==> config.mk <==
export PLATFORM = sky130hd
export DESIGN_NAME = cgt_gpio_trigger_strobe
export DESIGN_NICKNAME = d
export VERILOG_FILES = /design/src/design/cgt_pkg.sv /design/src/design/cgt_strobe_if.sv /design/src/design/cgt_strobe_timer.sv /design/src/design/cgt_gpio_trigger_strobe.sv
export VERILOG_INCLUDE_DIRS = /design/src /design/src/design
export SDC_FILE = /design/constraint.sdc
export NUM_CORES = 1
export LEC_CHECK = 0
export BUFFER_PORTS_ARGS = -buffer_cell sky130_fd_sc_hd__buf_4
export CAP_MARGIN = 10
export CORE_ASPECT_RATIO = 0.9
export CORE_MARGIN = 2
export CORE_UTILIZATION = 35
export DETAILED_ROUTE_END_ITERATION = 7
export GPL_TIMING_DRIVEN = 0
export PLACE_DENSITY = 0.55
export SYNTH_ARGS = -nofsm -noshare
export SYNTH_HDL_FRONTEND = slang
export SYNTH_SLANG_ARGS = --single-unit
==> constraint.sdc <==
create_clock -name clk_sys -period 6.5 [get_ports clk_sys]
set_clock_uncertainty 0.2 [all_clocks]
set_input_delay 1.95 -clock clk_sys [delete_from_list [all_inputs] [get_ports clk_sys]]
set_output_delay 1.95 -clock clk_sys [all_outputs]
set_load 0.01 [all_outputs]
==> src/design/cgt_params.svh <==
// offsets, field positions, reset values and timing counts of the gpio unit
`ifndef CGT_PARAMS_SVH
`define CGT_PARAMS_SVH
`define CGT_ADDR_W         16
`define CGT_OFS_TRIG_CFG   16'h0830
`define CGT_OFS_STB_DIV    16'h1104
`define CGT_OFS_FUNC0      16'h1110
`define CGT_OFS_TIME0      16'h1114
`define CGT_OFS_FUNC1      16'h1120
`define CGT_OFS_TIME1      16'h1124
`define CGT_OFS_FUNC2      16'h1130
`define CGT_OFS_TIME2      16'h1134
`define CGT_EN_BIT         31
`define CGT_ARM_BIT        25
`define CGT_MODE_LSB       16
`define CGT_LEVEL_BIT      0
`define CGT_DELAY_LSB      16
`define CGT_DIV_W          8
`define CGT_MODE_INPUT     8'h00
`define CGT_MODE_OUTPUT    8'h01
`define CGT_MODE_TRIGGER   8'h02
`define CGT_MODE_STROBE    8'h03
`define CGT_TMODE_EDGE     8'h00
`define CGT_TMODE_WIDTH    8'h01
`define CGT_RST_TRIG_CFG   32'h80000000
`define CGT_RST_FUNC0      32'h80000000
`define CGT_RST_FUNC1      32'h80030000
`define CGT_RST_FUNC2      32'h80020000
`define CGT_RST_DIV        32'h00000000
`define CGT_CLK_KHZ        25000
`define CGT_TICK_KHZ       49152
`define CGT_SHUTTER_NS     1000
`define CGT_SHUTTER_TICKS  ((`CGT_SHUTTER_NS * `CGT_TICK_KHZ + 999999) / 1000000)
`define CGT_TICK_STEP      ((64'd49152 * 64'd65536) / 64'd`CGT_CLK_KHZ)
`define CGT_RESP_OKAY      2'h0
`define CGT_RESP_SLVERR    2'h2
`endif

==> src/design/cgt_pkg.sv <==
// types shared by the gpio trigger and strobe unit
package cgt_pkg;
	typedef logic [7:0] cgt_mode_t;
	typedef enum logic [1:0] {TMR_IDLE, TMR_DELAY, TMR_ACTIVE} cgt_tmr_state_t;
endpackage

==> src/design/cgt_strobe_if.sv <==
// carries one pin's strobe timing and firing between top and timer
`timescale 1ns/1ps
interface cgt_strobe_if;
	logic [15:0] delayTicks;
	logic [15:0] durTicks;
	logic        fire;
	logic        active;
	modport ctrl (output delayTicks, output durTicks, output fire, input active);
	modport tmr  (input delayTicks, input durTicks, input fire, output active);
endinterface

==> src/design/cgt_strobe_timer.sv <==
// strobe delay and duration timer counting 49.152 MHz ticks on the system clock
`timescale 1ns/1ps
`include "cgt_params.svh"
module cgt_strobe_timer
	import cgt_pkg::*;
(
	input  wire logic   clk_sys,
	input  wire logic   reset_n,
	cgt_strobe_if.tmr   stb
);
	// 16.16 fixed point tick step per system clock, rounded down
	localparam logic [39:0] TICK_STEP = 40'(`CGT_TICK_STEP);

	cgt_tmr_state_t state_reg;
	logic [39:0]    tickAcc_reg;
	logic [23:0]    elapsed;
	logic [23:0]    endTick;

	assign elapsed = tickAcc_reg[39:16];
	assign endTick = {8'h00, stb.delayTicks} + {8'h00, stb.durTicks};
	assign stb.active = (state_reg == TMR_ACTIVE);

	// fractional accumulator, avoids a clock faster than clk_sys
	always_ff @(posedge clk_sys or negedge reset_n) begin
		if (!reset_n) begin
			tickAcc_reg <= 40'h0000000000;
		end else if (stb.fire) begin
			tickAcc_reg <= 40'h0000000000;
		end else if (state_reg != TMR_IDLE) begin
			tickAcc_reg <= tickAcc_reg + TICK_STEP;
		end
	end

	// delay phase then active phase, a new exposure restarts both
	always_ff @(posedge clk_sys or negedge reset_n) begin
		if (!reset_n) begin
			state_reg <= TMR_IDLE;
		end else if (stb.fire) begin
			state_reg <= TMR_DELAY;
		end else begin
			case (state_reg)
				TMR_IDLE: state_reg <= TMR_IDLE;
				TMR_DELAY: begin
					if (elapsed >= {8'h00, stb.delayTicks}) begin
						state_reg <= (stb.durTicks == 16'h0000) ? TMR_IDLE : TMR_ACTIVE;
					end
				end
				TMR_ACTIVE: begin
					if (elapsed >= endTick) begin
						state_reg <= TMR_IDLE;
					end
				end
				default: state_reg <= TMR_IDLE;
			endcase
		end
	end
endmodule // cgt_strobe_timer

==> src/design/cgt_gpio_trigger_strobe.sv <==
// gpio unit: trigger input, strobe output, static input and output, axi4-lite registers
//
// Implementation choice: the AXI4-Lite interface to the registers.
`timescale 1ns/1ps
`include "cgt_params.svh"

module cgt_gpio_trigger_strobe
	import cgt_pkg::*;
(
	input  wire logic        clk_sys,
	input  wire logic        reset_n,
	input  wire logic [15:0] s_axi_awaddr,
	input  wire logic        s_axi_awvalid,
	output logic             s_axi_awready,
	input  wire logic [31:0] s_axi_wdata,
	input  wire logic [3:0]  s_axi_wstrb,
	input  wire logic        s_axi_wvalid,
	output logic             s_axi_wready,
	output logic [1:0]       s_axi_bresp,
	output logic             s_axi_bvalid,
	input  wire logic        s_axi_bready,
	input  wire logic [15:0] s_axi_araddr,
	input  wire logic        s_axi_arvalid,
	output logic             s_axi_arready,
	output logic [31:0]      s_axi_rdata,
	output logic [1:0]       s_axi_rresp,
	output logic             s_axi_rvalid,
	input  wire logic        s_axi_rready,
	input  wire logic [2:0]  ioLineIn,
	output logic [2:0]       ioLineOut,
	output logic [2:0]       ioLineOeN,
	input  wire logic        exposureStart,
	output logic             triggerStart,
	output logic             triggerLevel,
	output logic             extTriggerOn
);
	logic [31:0] trigCfg_reg;
	logic [31:0] stbDiv_reg;
	logic [31:0] func_reg [3];
	logic [31:0] timing_reg [3];
	logic [15:0] awAddr_reg;
	logic [31:0] wData_reg;
	logic [3:0]  wStrb_reg;
	logic        haveAw_reg;
	logic        haveW_reg;
	logic [2:0]  pinMeta_reg;
	logic [2:0]  pinSync_reg;
	logic        trigLowPrev_reg;
	logic [7:0]  skipCnt_reg;
	logic        doWrite;
	logic        trigArmed;
	logic        trigLow;
	logic        stbFire;
	logic [2:0]  stbActive;
	logic        trigWidthMode;
	logic        trigOn0;
	logic        trigOn2;
	logic        wrTrigCfg;
	logic        wrStbDiv;
	logic        wrLine;
	logic        wrTiming;
	logic        wrMapped;
	logic [1:0]  wrIdx;
	logic [15:0] rdAddr;
	logic        rdMapped;
	logic [2:0]  pinOut_next;
	logic [2:0]  pinOeN_next;

	// one timer carrier per line, line 0 included so every line can strobe
	cgt_strobe_if stbIf [3] ();

	// byte-lane merge, used by every writable register
	function automatic logic [31:0] mergeStrb(input logic [31:0] oldVal,
	                                          input logic [31:0] newVal,
	                                          input logic [3:0]  strb);
		logic [31:0] res;
		res = oldVal;
		for (int b = 0; b < 4; b++) begin
			if (strb[b]) begin
				res[b*8 +: 8] = newVal[b*8 +: 8];
			end
		end
		return res;
	endfunction

	// effective mode of a pin; a cleared enable bit leaves it a plain input
	function automatic cgt_mode_t pinMode(input logic [31:0] fr);
		return fr[`CGT_EN_BIT] ? fr[`CGT_MODE_LSB +: 8] : `CGT_MODE_INPUT;
	endfunction

	// decoded index of a function or timing register, 3 when not one
	function automatic logic [1:0] lineOf(input logic [15:0] a);
		case (a)
			`CGT_OFS_FUNC0, `CGT_OFS_TIME0: return 2'd0;
			`CGT_OFS_FUNC1, `CGT_OFS_TIME1: return 2'd1;
			`CGT_OFS_FUNC2, `CGT_OFS_TIME2: return 2'd2;
			default:                        return 2'd3;
		endcase
	endfunction

	// register readback, live pin level replaces bit 0 of an input
	function automatic logic [31:0] readReg(input logic [15:0] a);
		logic [1:0]  ln;
		logic [31:0] fr;
		ln = lineOf(a);
		fr = 32'h00000000;
		if (ln != 2'd3) begin
			fr = func_reg[ln];
		end
		if (a == `CGT_OFS_TRIG_CFG) begin
			return trigCfg_reg;
		end else if (a == `CGT_OFS_STB_DIV) begin
			return stbDiv_reg;
		end else if (ln != 2'd3 && a[3:0] == 4'h4) begin
			return timing_reg[ln];
		end else if (ln != 2'd3) begin
			if (pinMode(fr) == `CGT_MODE_INPUT) begin
				fr[`CGT_LEVEL_BIT] = pinSync_reg[ln];
			end
			return fr;
		end
		return 32'h00000000;
	endfunction

	// address hits one of the decoded registers
	function automatic logic isMapped(input logic [15:0] a);
		return (a == `CGT_OFS_TRIG_CFG) || (a == `CGT_OFS_STB_DIV) || (lineOf(a) != 2'd3);
	endfunction

	assign doWrite = haveAw_reg && haveW_reg && !s_axi_bvalid;

	// write target decode, shared by the register processes
	assign wrIdx     = lineOf(awAddr_reg);
	assign wrTrigCfg = doWrite && (awAddr_reg == `CGT_OFS_TRIG_CFG);
	assign wrStbDiv  = doWrite && (awAddr_reg == `CGT_OFS_STB_DIV);
	assign wrLine    = doWrite && (wrIdx != 2'd3);
	assign wrTiming  = awAddr_reg[3:0] == 4'h4;
	assign wrMapped  = isMapped(awAddr_reg);

	// read address is word aligned; the low two bits never pick a byte
	assign rdAddr   = {s_axi_araddr[15:2], 2'b00};
	assign rdMapped = isMapped(rdAddr);

	// write channel: address and data taken in either order, one write in flight
	always_ff @(posedge clk_sys or negedge reset_n) begin
		if (!reset_n) begin
			s_axi_awready <= 1'b1;
			s_axi_wready  <= 1'b1;
			haveAw_reg    <= 1'b0;
			haveW_reg     <= 1'b0;
			awAddr_reg    <= 16'h0000;
			wData_reg     <= 32'h00000000;
			wStrb_reg     <= 4'h0;
			s_axi_bvalid  <= 1'b0;
			s_axi_bresp   <= `CGT_RESP_OKAY;
		end else begin
			if (s_axi_awvalid && s_axi_awready) begin
				awAddr_reg    <= {s_axi_awaddr[15:2], 2'b00};
				haveAw_reg    <= 1'b1;
				s_axi_awready <= 1'b0;
			end
			if (s_axi_wvalid && s_axi_wready) begin
				wData_reg    <= s_axi_wdata;
				wStrb_reg    <= s_axi_wstrb;
				haveW_reg    <= 1'b1;
				s_axi_wready <= 1'b0;
			end
			if (doWrite) begin
				haveAw_reg   <= 1'b0;
				haveW_reg    <= 1'b0;
				s_axi_bvalid <= 1'b1;
				s_axi_bresp  <= wrMapped ? `CGT_RESP_OKAY : `CGT_RESP_SLVERR;
			end
			if (s_axi_bvalid && s_axi_bready) begin
				s_axi_bvalid  <= 1'b0;
				s_axi_awready <= 1'b1;
				s_axi_wready  <= 1'b1;
			end
		end
	end

	// read channel: data one edge after the address is taken
	always_ff @(posedge clk_sys or negedge reset_n) begin
		if (!reset_n) begin
			s_axi_arready <= 1'b1;
			s_axi_rvalid  <= 1'b0;
			s_axi_rdata   <= 32'h00000000;
			s_axi_rresp   <= `CGT_RESP_OKAY;
		end else if (s_axi_arvalid && s_axi_arready) begin
			s_axi_arready <= 1'b0;
			s_axi_rvalid  <= 1'b1;
			s_axi_rdata   <= readReg(rdAddr);
			s_axi_rresp   <= rdMapped ? `CGT_RESP_OKAY : `CGT_RESP_SLVERR;
		end else if (s_axi_rvalid && s_axi_rready) begin
			s_axi_rvalid  <= 1'b0;
			s_axi_arready <= 1'b1;
		end
	end

	// trigger configuration; reset leaves external triggering off
	always_ff @(posedge clk_sys or negedge reset_n) begin
		if (!reset_n) begin
			trigCfg_reg <= `CGT_RST_TRIG_CFG;
		end else if (wrTrigCfg) begin
			trigCfg_reg <= mergeStrb(trigCfg_reg, wData_reg, wStrb_reg);
		end
	end

	// strobe divider; bits above the low byte are kept but unused
	always_ff @(posedge clk_sys or negedge reset_n) begin
		if (!reset_n) begin
			stbDiv_reg <= `CGT_RST_DIV;
		end else if (wrStbDiv) begin
			stbDiv_reg <= mergeStrb(stbDiv_reg, wData_reg, wStrb_reg);
		end
	end

	// per-line function and timing registers; line 1 starts as a 1 us shutter pulse
	always_ff @(posedge clk_sys or negedge reset_n) begin
		if (!reset_n) begin
			func_reg[0]   <= `CGT_RST_FUNC0;
			func_reg[1]   <= `CGT_RST_FUNC1;
			func_reg[2]   <= `CGT_RST_FUNC2;
			timing_reg[0] <= 32'h00000000;
			timing_reg[1] <= 32'(`CGT_SHUTTER_TICKS);
			timing_reg[2] <= 32'h00000000;
		end else if (wrLine && wrTiming) begin
			timing_reg[wrIdx] <= mergeStrb(timing_reg[wrIdx], wData_reg, wStrb_reg);
		end else if (wrLine) begin
			func_reg[wrIdx] <= mergeStrb(func_reg[wrIdx], wData_reg, wStrb_reg);
		end
	end

	// two-stage synchroniser on the pins; only the second stage is read
	always_ff @(posedge clk_sys or negedge reset_n) begin
		if (!reset_n) begin
			pinMeta_reg <= 3'b111;
			pinSync_reg <= 3'b111;
		end else begin
			pinMeta_reg <= ioLineIn;
			pinSync_reg <= pinMeta_reg;
		end
	end

	// trigger source: line 2 by default, line 0 as well once given the trigger code
	assign trigOn0 = pinMode(func_reg[0]) == `CGT_MODE_TRIGGER;
	assign trigOn2 = pinMode(func_reg[2]) == `CGT_MODE_TRIGGER;
	assign trigLow = (trigOn2 && !pinSync_reg[2]) || (trigOn0 && !pinSync_reg[0]);
	assign trigArmed = trigCfg_reg[`CGT_EN_BIT] && trigCfg_reg[`CGT_ARM_BIT];
	assign trigWidthMode = trigCfg_reg[`CGT_MODE_LSB +: 8] == `CGT_TMODE_WIDTH;

	// falling edge starts one acquisition; prev resets to idle so reset gives no edge
	always_ff @(posedge clk_sys or negedge reset_n) begin
		if (!reset_n) begin
			trigLowPrev_reg <= 1'b0;
			triggerStart    <= 1'b0;
		end else begin
			trigLowPrev_reg <= trigLow;
			triggerStart    <= trigArmed && trigLow && !trigLowPrev_reg;
		end
	end

	// width mode passes the low time on as the integration window
	always_ff @(posedge clk_sys or negedge reset_n) begin
		if (!reset_n) begin
			triggerLevel <= 1'b0;
			extTriggerOn <= 1'b0;
		end else begin
			triggerLevel <= trigArmed && trigWidthMode && trigLow;
			extTriggerOn <= trigArmed;
		end
	end

	// divider skips exposures so a looped-back trigger has time to re-arm
	assign stbFire = exposureStart && (skipCnt_reg == 8'h00);
	always_ff @(posedge clk_sys or negedge reset_n) begin
		if (!reset_n) begin
			skipCnt_reg <= 8'h00;
		end else if (exposureStart) begin
			skipCnt_reg <= (skipCnt_reg == 8'h00) ? stbDiv_reg[`CGT_DIV_W-1:0]
			                                      : skipCnt_reg - 8'h01;
		end
	end

	// one timer per line, fired at each exposure start the divider passes while that line is in strobe mode
	for (genvar g = 0; g < 3; g++) begin : gLine
		assign stbIf[g].delayTicks = timing_reg[g][`CGT_DELAY_LSB +: 16];
		assign stbIf[g].durTicks   = timing_reg[g][15:0];
		assign stbIf[g].fire       = stbFire && (pinMode(func_reg[g]) == `CGT_MODE_STROBE);
		assign stbActive[g]        = stbIf[g].active;
		cgt_strobe_timer uTimer (
			.clk_sys (clk_sys),
			.reset_n (reset_n),
			.stb     (stbIf[g])
		);
	end

	// next pin drive per line; output enable is low while driving
	always_comb begin
		pinOut_next = 3'b000;
		pinOeN_next = 3'b111;
		for (int i = 0; i < 3; i++) begin
			case (pinMode(func_reg[i]))
				`CGT_MODE_OUTPUT: begin
					pinOut_next[i] = func_reg[i][`CGT_LEVEL_BIT];
					pinOeN_next[i] = 1'b0;
				end
				`CGT_MODE_STROBE: begin
					pinOut_next[i] = stbActive[i];
					pinOeN_next[i] = 1'b0;
				end
				default: begin
					pinOut_next[i] = 1'b0;
					pinOeN_next[i] = 1'b1;
				end
			endcase
		end
	end

	// one process owns all pins, so they change together and glitch free
	always_ff @(posedge clk_sys or negedge reset_n) begin
		if (!reset_n) begin
			ioLineOut <= 3'b000;
			ioLineOeN <= 3'b111;
		end else begin
			ioLineOut <= pinOut_next;
			ioLineOeN <= pinOeN_next;
		end
	end
endmodule // cgt_gpio_trigger_strobe

== Word-level counts from Yosys, hierarchy flattened ==
Cells that the tools add are included.

* Add/subtract/negate cells: 7
* $lt $le $gt $ge: 10
* Equal/unequal tests: 42
* Muxes and demuxes: 102
* Bitwise logic cells: 3
* Reduce and logical (&&, ||, !) cells: 71

{| class="wikitable"
|+ Operators by type and width
! cell !! number
|-
| $mux W32 || 16
|-
| $bmux W32 S2 || 4
|-
| $mux W40 || 6
|-
| $mux W8 || 25
|-
| $eq A14 B11 Y1 const B || 14
|-
| $bwmux W96 || 2
|-
| $add A40 B17 Y40 const B || 3
|-
| $ge A24 B16 Y1 || 3
|-
| $ge A24 B24 Y1 || 3
|-
| $demux W32 S2 || 1
|-
| $add A16 B16 Y17 || 3
|-
| $logic_not A16 Y1 || 3
|-
| $eq A8 B2 Y1 const B || 5
|-
| $eq A8 B1 Y1 const B || 4
|-
| $mux W2 || 15
|-
| $eq A14 B10 Y1 const B || 2
|-
| $logic_and A1 B1 Y1 || 24
|-
| $mux W1 || 24
|-
| $reduce_and A2 Y1 || 12
|-
| $reduce_bool A2 Y1 || 12
|-
| $ne A3 B1 Y1 const B || 6
|-
| $reduce_or A2 Y1 || 9
|-
| $logic_not A8 Y1 || 2
|-
| $pmux W2 S2 || 3
|-
| 14 further kinds || 34
|}

* Register bits after elaboration: 499

== Depth between registers and ports, before layout ==
* Word-level depth: 18
* Mapped depth: 18
* Depth with buffers taken out: 18

== Hierarchy ==
From an unflattened synthesis, not the netlist that was laid out.

* Cell total of the unflattened synthesis: 3060
* Area, all modules: 28647.5 um^2

{| class="wikitable"
|+ Modules (own cells, without submodules)
! module !! times used !! cells an instance !! area each (um^2)
|-
| cgt_gpio_trigger_strobe || 1 || 1796 || 17578.1
|-
| cgt_strobe_timer at gLine[1].uTimer || 1 || 433 || 3789.9
|-
| cgt_strobe_timer at gLine[0].uTimer || 1 || 426 || 3726.1
|-
| cgt_strobe_timer at gLine[2].uTimer || 1 || 405 || 3553.4
|}

== Least setup slack after synthesis ==
Ideal clock, no wire load.

* Path type: input to register
* Start: in s_axi_araddr[3]
* End: reg s_axi_rdata[27]
* Setup time: 0.067 ns
* Arrival: 3.787 ns
* Slack: 2.446 ns
* Stages: 8
* Path buffers: 1
* Cell sequence: nor4_1 nand4_1 nor3_1 buf_4 a21oi_1 o21ai_0 o221ai_1 nand2_1

* Longest elaborated chain between the ends: 15
* Elaborated cells between the ends (all ways): 35
* Classes of those cells: eq/ne (10); mux (20); bitwise (1); reduce/logical (4)

{| class="wikitable"
|+ Ends and longest elaborated chain
! element !! RTL line !! text
|-
| start: declaration || cgt_gpio_trigger_strobe.sv:22 || <nowiki>input wire logic [15:0] s_axi_araddr,</nowiki>
|-
| $eq A14 B11 Y1 || cgt_gpio_trigger_strobe.sv:93 || <nowiki>case (a)</nowiki>
|-
| $reduce_or A2 Y1 || cgt_gpio_trigger_strobe.sv:93 ||
|-
| $pmux W2 S3 || cgt_gpio_trigger_strobe.sv:93 ||
|-
| $mux W2 || cgt_gpio_trigger_strobe.sv:189 || <nowiki>end else if (s_axi_arvalid && s_axi_arready) begin</nowiki>
|-
| $not A2 Y3 (not written as such) || cgt_gpio_trigger_strobe.sv:108, cgt_gpio_trigger_strobe.sv:115 ||
|-
| $bmux W32 S2 || cgt_gpio_trigger_strobe.sv:108 || <nowiki>fr = func_reg[ln];</nowiki>
|-
| $mux W32 (not written as such) (2 in series) || cgt_gpio_trigger_strobe.sv:108 ||
|-
| $mux W32 || cgt_gpio_trigger_strobe.sv:107 || <nowiki>if (ln != 2'd3) begin</nowiki>
|-
| $mux W32 || cgt_gpio_trigger_strobe.sv:189 ||
|-
| $mux W32 || cgt_gpio_trigger_strobe.sv:116 || <nowiki>end else if (ln != 2'd3) begin</nowiki>
|-
| $mux W32 || cgt_gpio_trigger_strobe.sv:114 || <nowiki>end else if (ln != 2'd3 && a[3:0] == 4'h4) begin</nowiki>
|-
| $mux W32 || cgt_gpio_trigger_strobe.sv:112 || <nowiki>end else if (a == `CGT_OFS_STB_DIV) begin</nowiki>
|-
| $mux W32 || cgt_gpio_trigger_strobe.sv:110 || <nowiki>if (a == `CGT_OFS_TRIG_CFG) begin</nowiki>
|-
| $mux W32 (*) || cgt_gpio_trigger_strobe.sv:122 || <nowiki>return 32'h00000000;</nowiki>
|-
| end signal: assignment || cgt_gpio_trigger_strobe.sv:192 || <nowiki>s_axi_rdata <= readReg(rdAddr);</nowiki>
|-
| end: declaration || cgt_gpio_trigger_strobe.sv:25 || <nowiki>output logic [31:0] s_axi_rdata,</nowiki>
|}

Mark *: on every way between the ends. The rest lies on a longest branch, timed or not. The select of a mux whose other input is x is not followed.
A chain may end at the register's enable or synchronous reset.

== Worst setup path in the final report ==
* Start: in exposureStart
* End: reg gLine[1].uTimer.tickAcc_reg[34]

* Longest elaborated chain between the ends: 3
* Elaborated cells between the ends (all ways): 4
* Classes of those cells: mux (1); reduce/logical (3)

{| class="wikitable"
|+ Ends and longest elaborated chain
! element !! RTL line !! text
|-
| start: declaration || cgt_gpio_trigger_strobe.sv:32 || <nowiki>input wire logic exposureStart,</nowiki>
|-
| $logic_and A1 B1 Y1 (*) || cgt_gpio_trigger_strobe.sv:275 || <nowiki>assign stbFire = exposureStart && (skipCnt_reg == 8'h00);</nowiki>
|-
| $logic_and A1 B1 Y1 (*) || cgt_gpio_trigger_strobe.sv:289 || <nowiki>assign stbIf[g].fire = stbFire && (pinMode(func_reg[g]) == `CGT_MODE_STROBE);</nowiki>
|-
| $mux W40 or $reduce_bool A2 Y1 (tied branches) || -- ||
|-
| end signal: assignment || cgt_strobe_timer.sv:30 || <nowiki>tickAcc_reg <= tickAcc_reg + TICK_STEP;</nowiki>
|-
| end: declaration || cgt_strobe_timer.sv:15 || <nowiki>logic [39:0] tickAcc_reg;</nowiki>
|}

Mark *: on every way between the ends. The rest lies on a longest branch, timed or not.

==> flow_metrics.env <==
export IMPL_pwr_share_clk_pct=38.4
export IMPL_finalHoldViolations=0
export IMPL_groute_usage_overall_pct=23.7
export IMPL_antenna_found_initial=3
export IMPL_start_util_pct=35.5
export IMPL_hold_path_class="register to register"
export IMPL_syn_to_final_growth_pct=14.8
export IMPL_ios=129
export IMPL_synth_compound_area_share_pct=17.5
export IMPL_powerDensity_nw_per_um2=258
export IMPL_clock_sinks=497
export IMPL_drt_iter0_drc=2471
export IMPL_p_int_w=0.00561
export IMPL_die_width_um=303
export IMPL_clkTransAtPathRegs_ns=0.07
export IMPL_start_kind="input port"
export IMPL_h_tree_depth=2
export IMPL_grt_pass1_wl_mm=149
export IMPL_post_cts_buffers=0
export IMPL_detail_route_antenna_nets=0
export IMPL_num_vias=24400
export IMPL_largest_register_ffs=120
export IMPL_switching_share_pct=32.9
export IMPL_coreArea_sq_um=79600
export IMPL_cts_path_max_buffers=3
export IMPL_grt_pass1_vias=23600
export IMPL_fin_nets=3415
export IMPL_endpoint_kind="register"
export IMPL_synth_top_family_by_area="compound AO/OA/AOI/OAI gates"
export IMPL_setup_viol=0
export IMPL_maxSlewViolCount=0
export IMPL_status="finished, final reports clean"
export IMPL_synthAdderAreaFrac_pct=6.91
export IMPL_clkLatencyLatePin_ns=0.66
export IMPL_design_area_sq_um=32400
export IMPL_die_h_um=273
export IMPL_ctsRootBufferMaster="clkbuf_16"
export IMPL_worst_slew_pin_slew_ns=1.30
export IMPL_postCtsHoldBufs=0
export IMPL_wire_per_inst_um=23.1
export IMPL_yosys_area_share_simple_pct=16.0
export IMPL_drt_pass1_iterations=7
export IMPL_gr_total_overflow=0
export IMPL_pwr_share_comb_pct=18.8
export IMPL_relSlewSlack_pct=11.8
export IMPL_synth_cell_type_count=82
export IMPL_gp_congestion=1.00
export IMPL_cp_max_fo=10
export IMPL_power_leakage_nw=13.6
export IMPL_dieArea_sq_um=82900
export IMPL_cts_buffers=55
export IMPL_syn_inst=2999
export IMPL_syn_area_per_cell_sq_um=9.41
export IMPL_hpwlAfterDp_mm=74.7
export IMPL_cts_resized=0
export IMPL_cts_tree="yes"
export IMPL_drv_cap=0
export IMPL_rsz0062_at_grt="false"
export IMPL_netlist_area_sq_um=28200
export IMPL_cp_arrival_ns=5.37
export IMPL_period_share_pct=78.0
export IMPL_synthMuxAreaShare_pct=7.56
export IMPL_crit_type="input port to register"
export IMPL_drc=0
export IMPL_rows=98
export IMPL_synthXorXnorAreaFrac_pct=4.56
export IMPL_pwr_share_seq_pct=42.7
export IMPL_io_buffers=118
export IMPL_avgViaCountPerCell=5.70
export IMPL_ys_warn_count=0
export IMPL_placed_cell_area_sq_um=30600
export IMPL_ys_seq_area_share_pct=44.2
export IMPL_cp_required_ns=6.80
export IMPL_p_sw_w=0.00275
export IMPL_fill_cells=7962
export IMPL_max_clock_freq_mhz=197
export IMPL_synth_enable_flop_cells=0
export IMPL_ys_ff_latch=497
export IMPL_fin_crit_ns=5.07
export IMPL_reg2reg_slack_ns=1.68
export IMPL_antenna_cells=0
export IMPL_ir_drop_mv=0.203
export IMPL_drive_gt1_share_pct=12.6
export IMPL_synthFlopType="dfrtp_1"
export IMPL_ys_async_sr_fraction_pct=100
export IMPL_wl_mm=98.9
export IMPL_tns_ns=0
export IMPL_grt_max_degree=115
## path summary, 6_finish.rpt
kind                                                         to  cells past startpoint                 start
min in group asynchronous        gLine[1].uTimer.tickAcc_reg[3]                      1               reset_n
worst min-delay path                             pinSync_reg[1]                      0        pinMeta_reg[1]
worst max register to register     gLine[0].uTimer.state_reg[1]                     15  stbIf[0].durTicks[0]
max in group asynchronous                        trigCfg_reg[3]                      4               reset_n
worst max-delay path            gLine[1].uTimer.tickAcc_reg[34]                      7         exposureStart
worst min register to register                   pinSync_reg[1]                      0        pinMeta_reg[1]
## stage by stage
stage | instances | power, W | setup slack, ns | util (%) | hold WS, ns
final | 4278 | 0.00836 | 1.43 | 40.7 | 0.152
after global routing | 4278 | 0.00869 | 1.14 | 40.7 | 0.159
after CTS | 4278 | 0.00838 | 1.53 | 40.7 | 0.156
after floorplan | 3000 | 0.00444 | 2.45 | - | 0.145
after global placement | 4168 | 0.00514 | -2.36 | 38.2 | 0.146
after detailed placement | 4175 | 0.00516 | 0.877 | 38.4 | 0.148
## layout make-up
type | instances | area [sq um] | share of cell area (%)
Multi-Input combinational cell | 2263 | 14800 | 45.7
Clock inverter | 29 | 302 | 0.931
Clock buffer | 74 | 1520 | 4.68
Inverter | 88 | 330 | 1.02
Buffer | 152 | 607 | 1.87
Sequential cell | 497 | 12500 | 38.5
Timing Repair Buffer | 125 | 1040 | 3.21
Tap cell | 1050 | 1310 | 4.06
## worst max-delay path, cell delays in order
cell	delay, ns
clkbuf_1	0.63
inv_1	0.44
nor3_1	1.02
a41oi_1	0.61
nor4b_1	0.49
xnor2_1	0.16
nor2_1	0.05
## power groups by stage
stage / combinational (W) / sequential (W) / clock [W]
6_report: 0.00157 / 0.00357 / 0.00321
5_1_grt: 0.00171 / 0.00360 / 0.00338
4_1_cts: 0.00154 / 0.00357 / 0.00327
3_5_place_dp: 0.00154 / 0.00363 / 0
3_3_place_gp: 0.00151 / 0.00362 / 0
2_1_floorplan: 0.000936 / 0.00351 / 0
## layout by cell type, fill, tap and decap left out, drive strengths merged, types with 46 or more instances in the layout
cell    synthesis  layout
xnor2          95      95
clkbuf        125     199
inv            87      91
nor2          183     183
xor2           52      52
mux2i          68      68
nand2         430     430
o21ai         362     362
a21oi         174     174
ha            151     151
buf            27     152
mux2          123     123
nor3           63      63
dfrtp         475     475
nand2b         48      48
a21o           46      46
## synth_stat cells (26+ instances only)
library cell	instances	share of area, %
dfrtp_1	475	42
nand2_1	430	5.7
o21ai_0	359	6.4
nor2_1	182	2.4
a21oi_1	174	3.1
ha_1	151	6.7
clkbuf_1	125	1.7
mux2_2	122	4.9
xnor2_1	95	2.9
inv_1	87	1.2
mux2i_1	68	2.4
nor3_1	55	0.98
xor2_1	52	1.6
nand2b_1	48	1.1
a21o_1	46	1.2
o221ai_1	44	1.4
nor4_1	42	0.93
o22ai_1	42	0.93
nand3_1	27	0.48
a221oi_1	26	0.81
## logic make-up (layout without fill, tap and decap cells)
| kind of cell | after synthesis | in the layout |
|---|---|---|
| other | 1 | 2 |
| buffers and inverters | 240 | 468 |
| AO/OA/AOI/OAI | 820 | 820 |
| AND/OR/NAND/NOR | 946 | 946 |
| multiplexers | 194 | 194 |
| flip-flops | 497 | 497 |
| adder cells (fa/ha/maj) | 154 | 154 |
| XOR/XNOR | 147 | 147 |
## metal layers
layer	part of all wire (%)	up-vias	wire length, um	GRT usage (%)
li1	-	11200	-	-
met4	3.6	2	3600	8.56
met2	42	942	41600	34.2
met3	8.8	206	8740	6.33
met1	45	12100	44900	33.9
met5	0.017	-	17	0
Power figures use the tool's default switching activity.
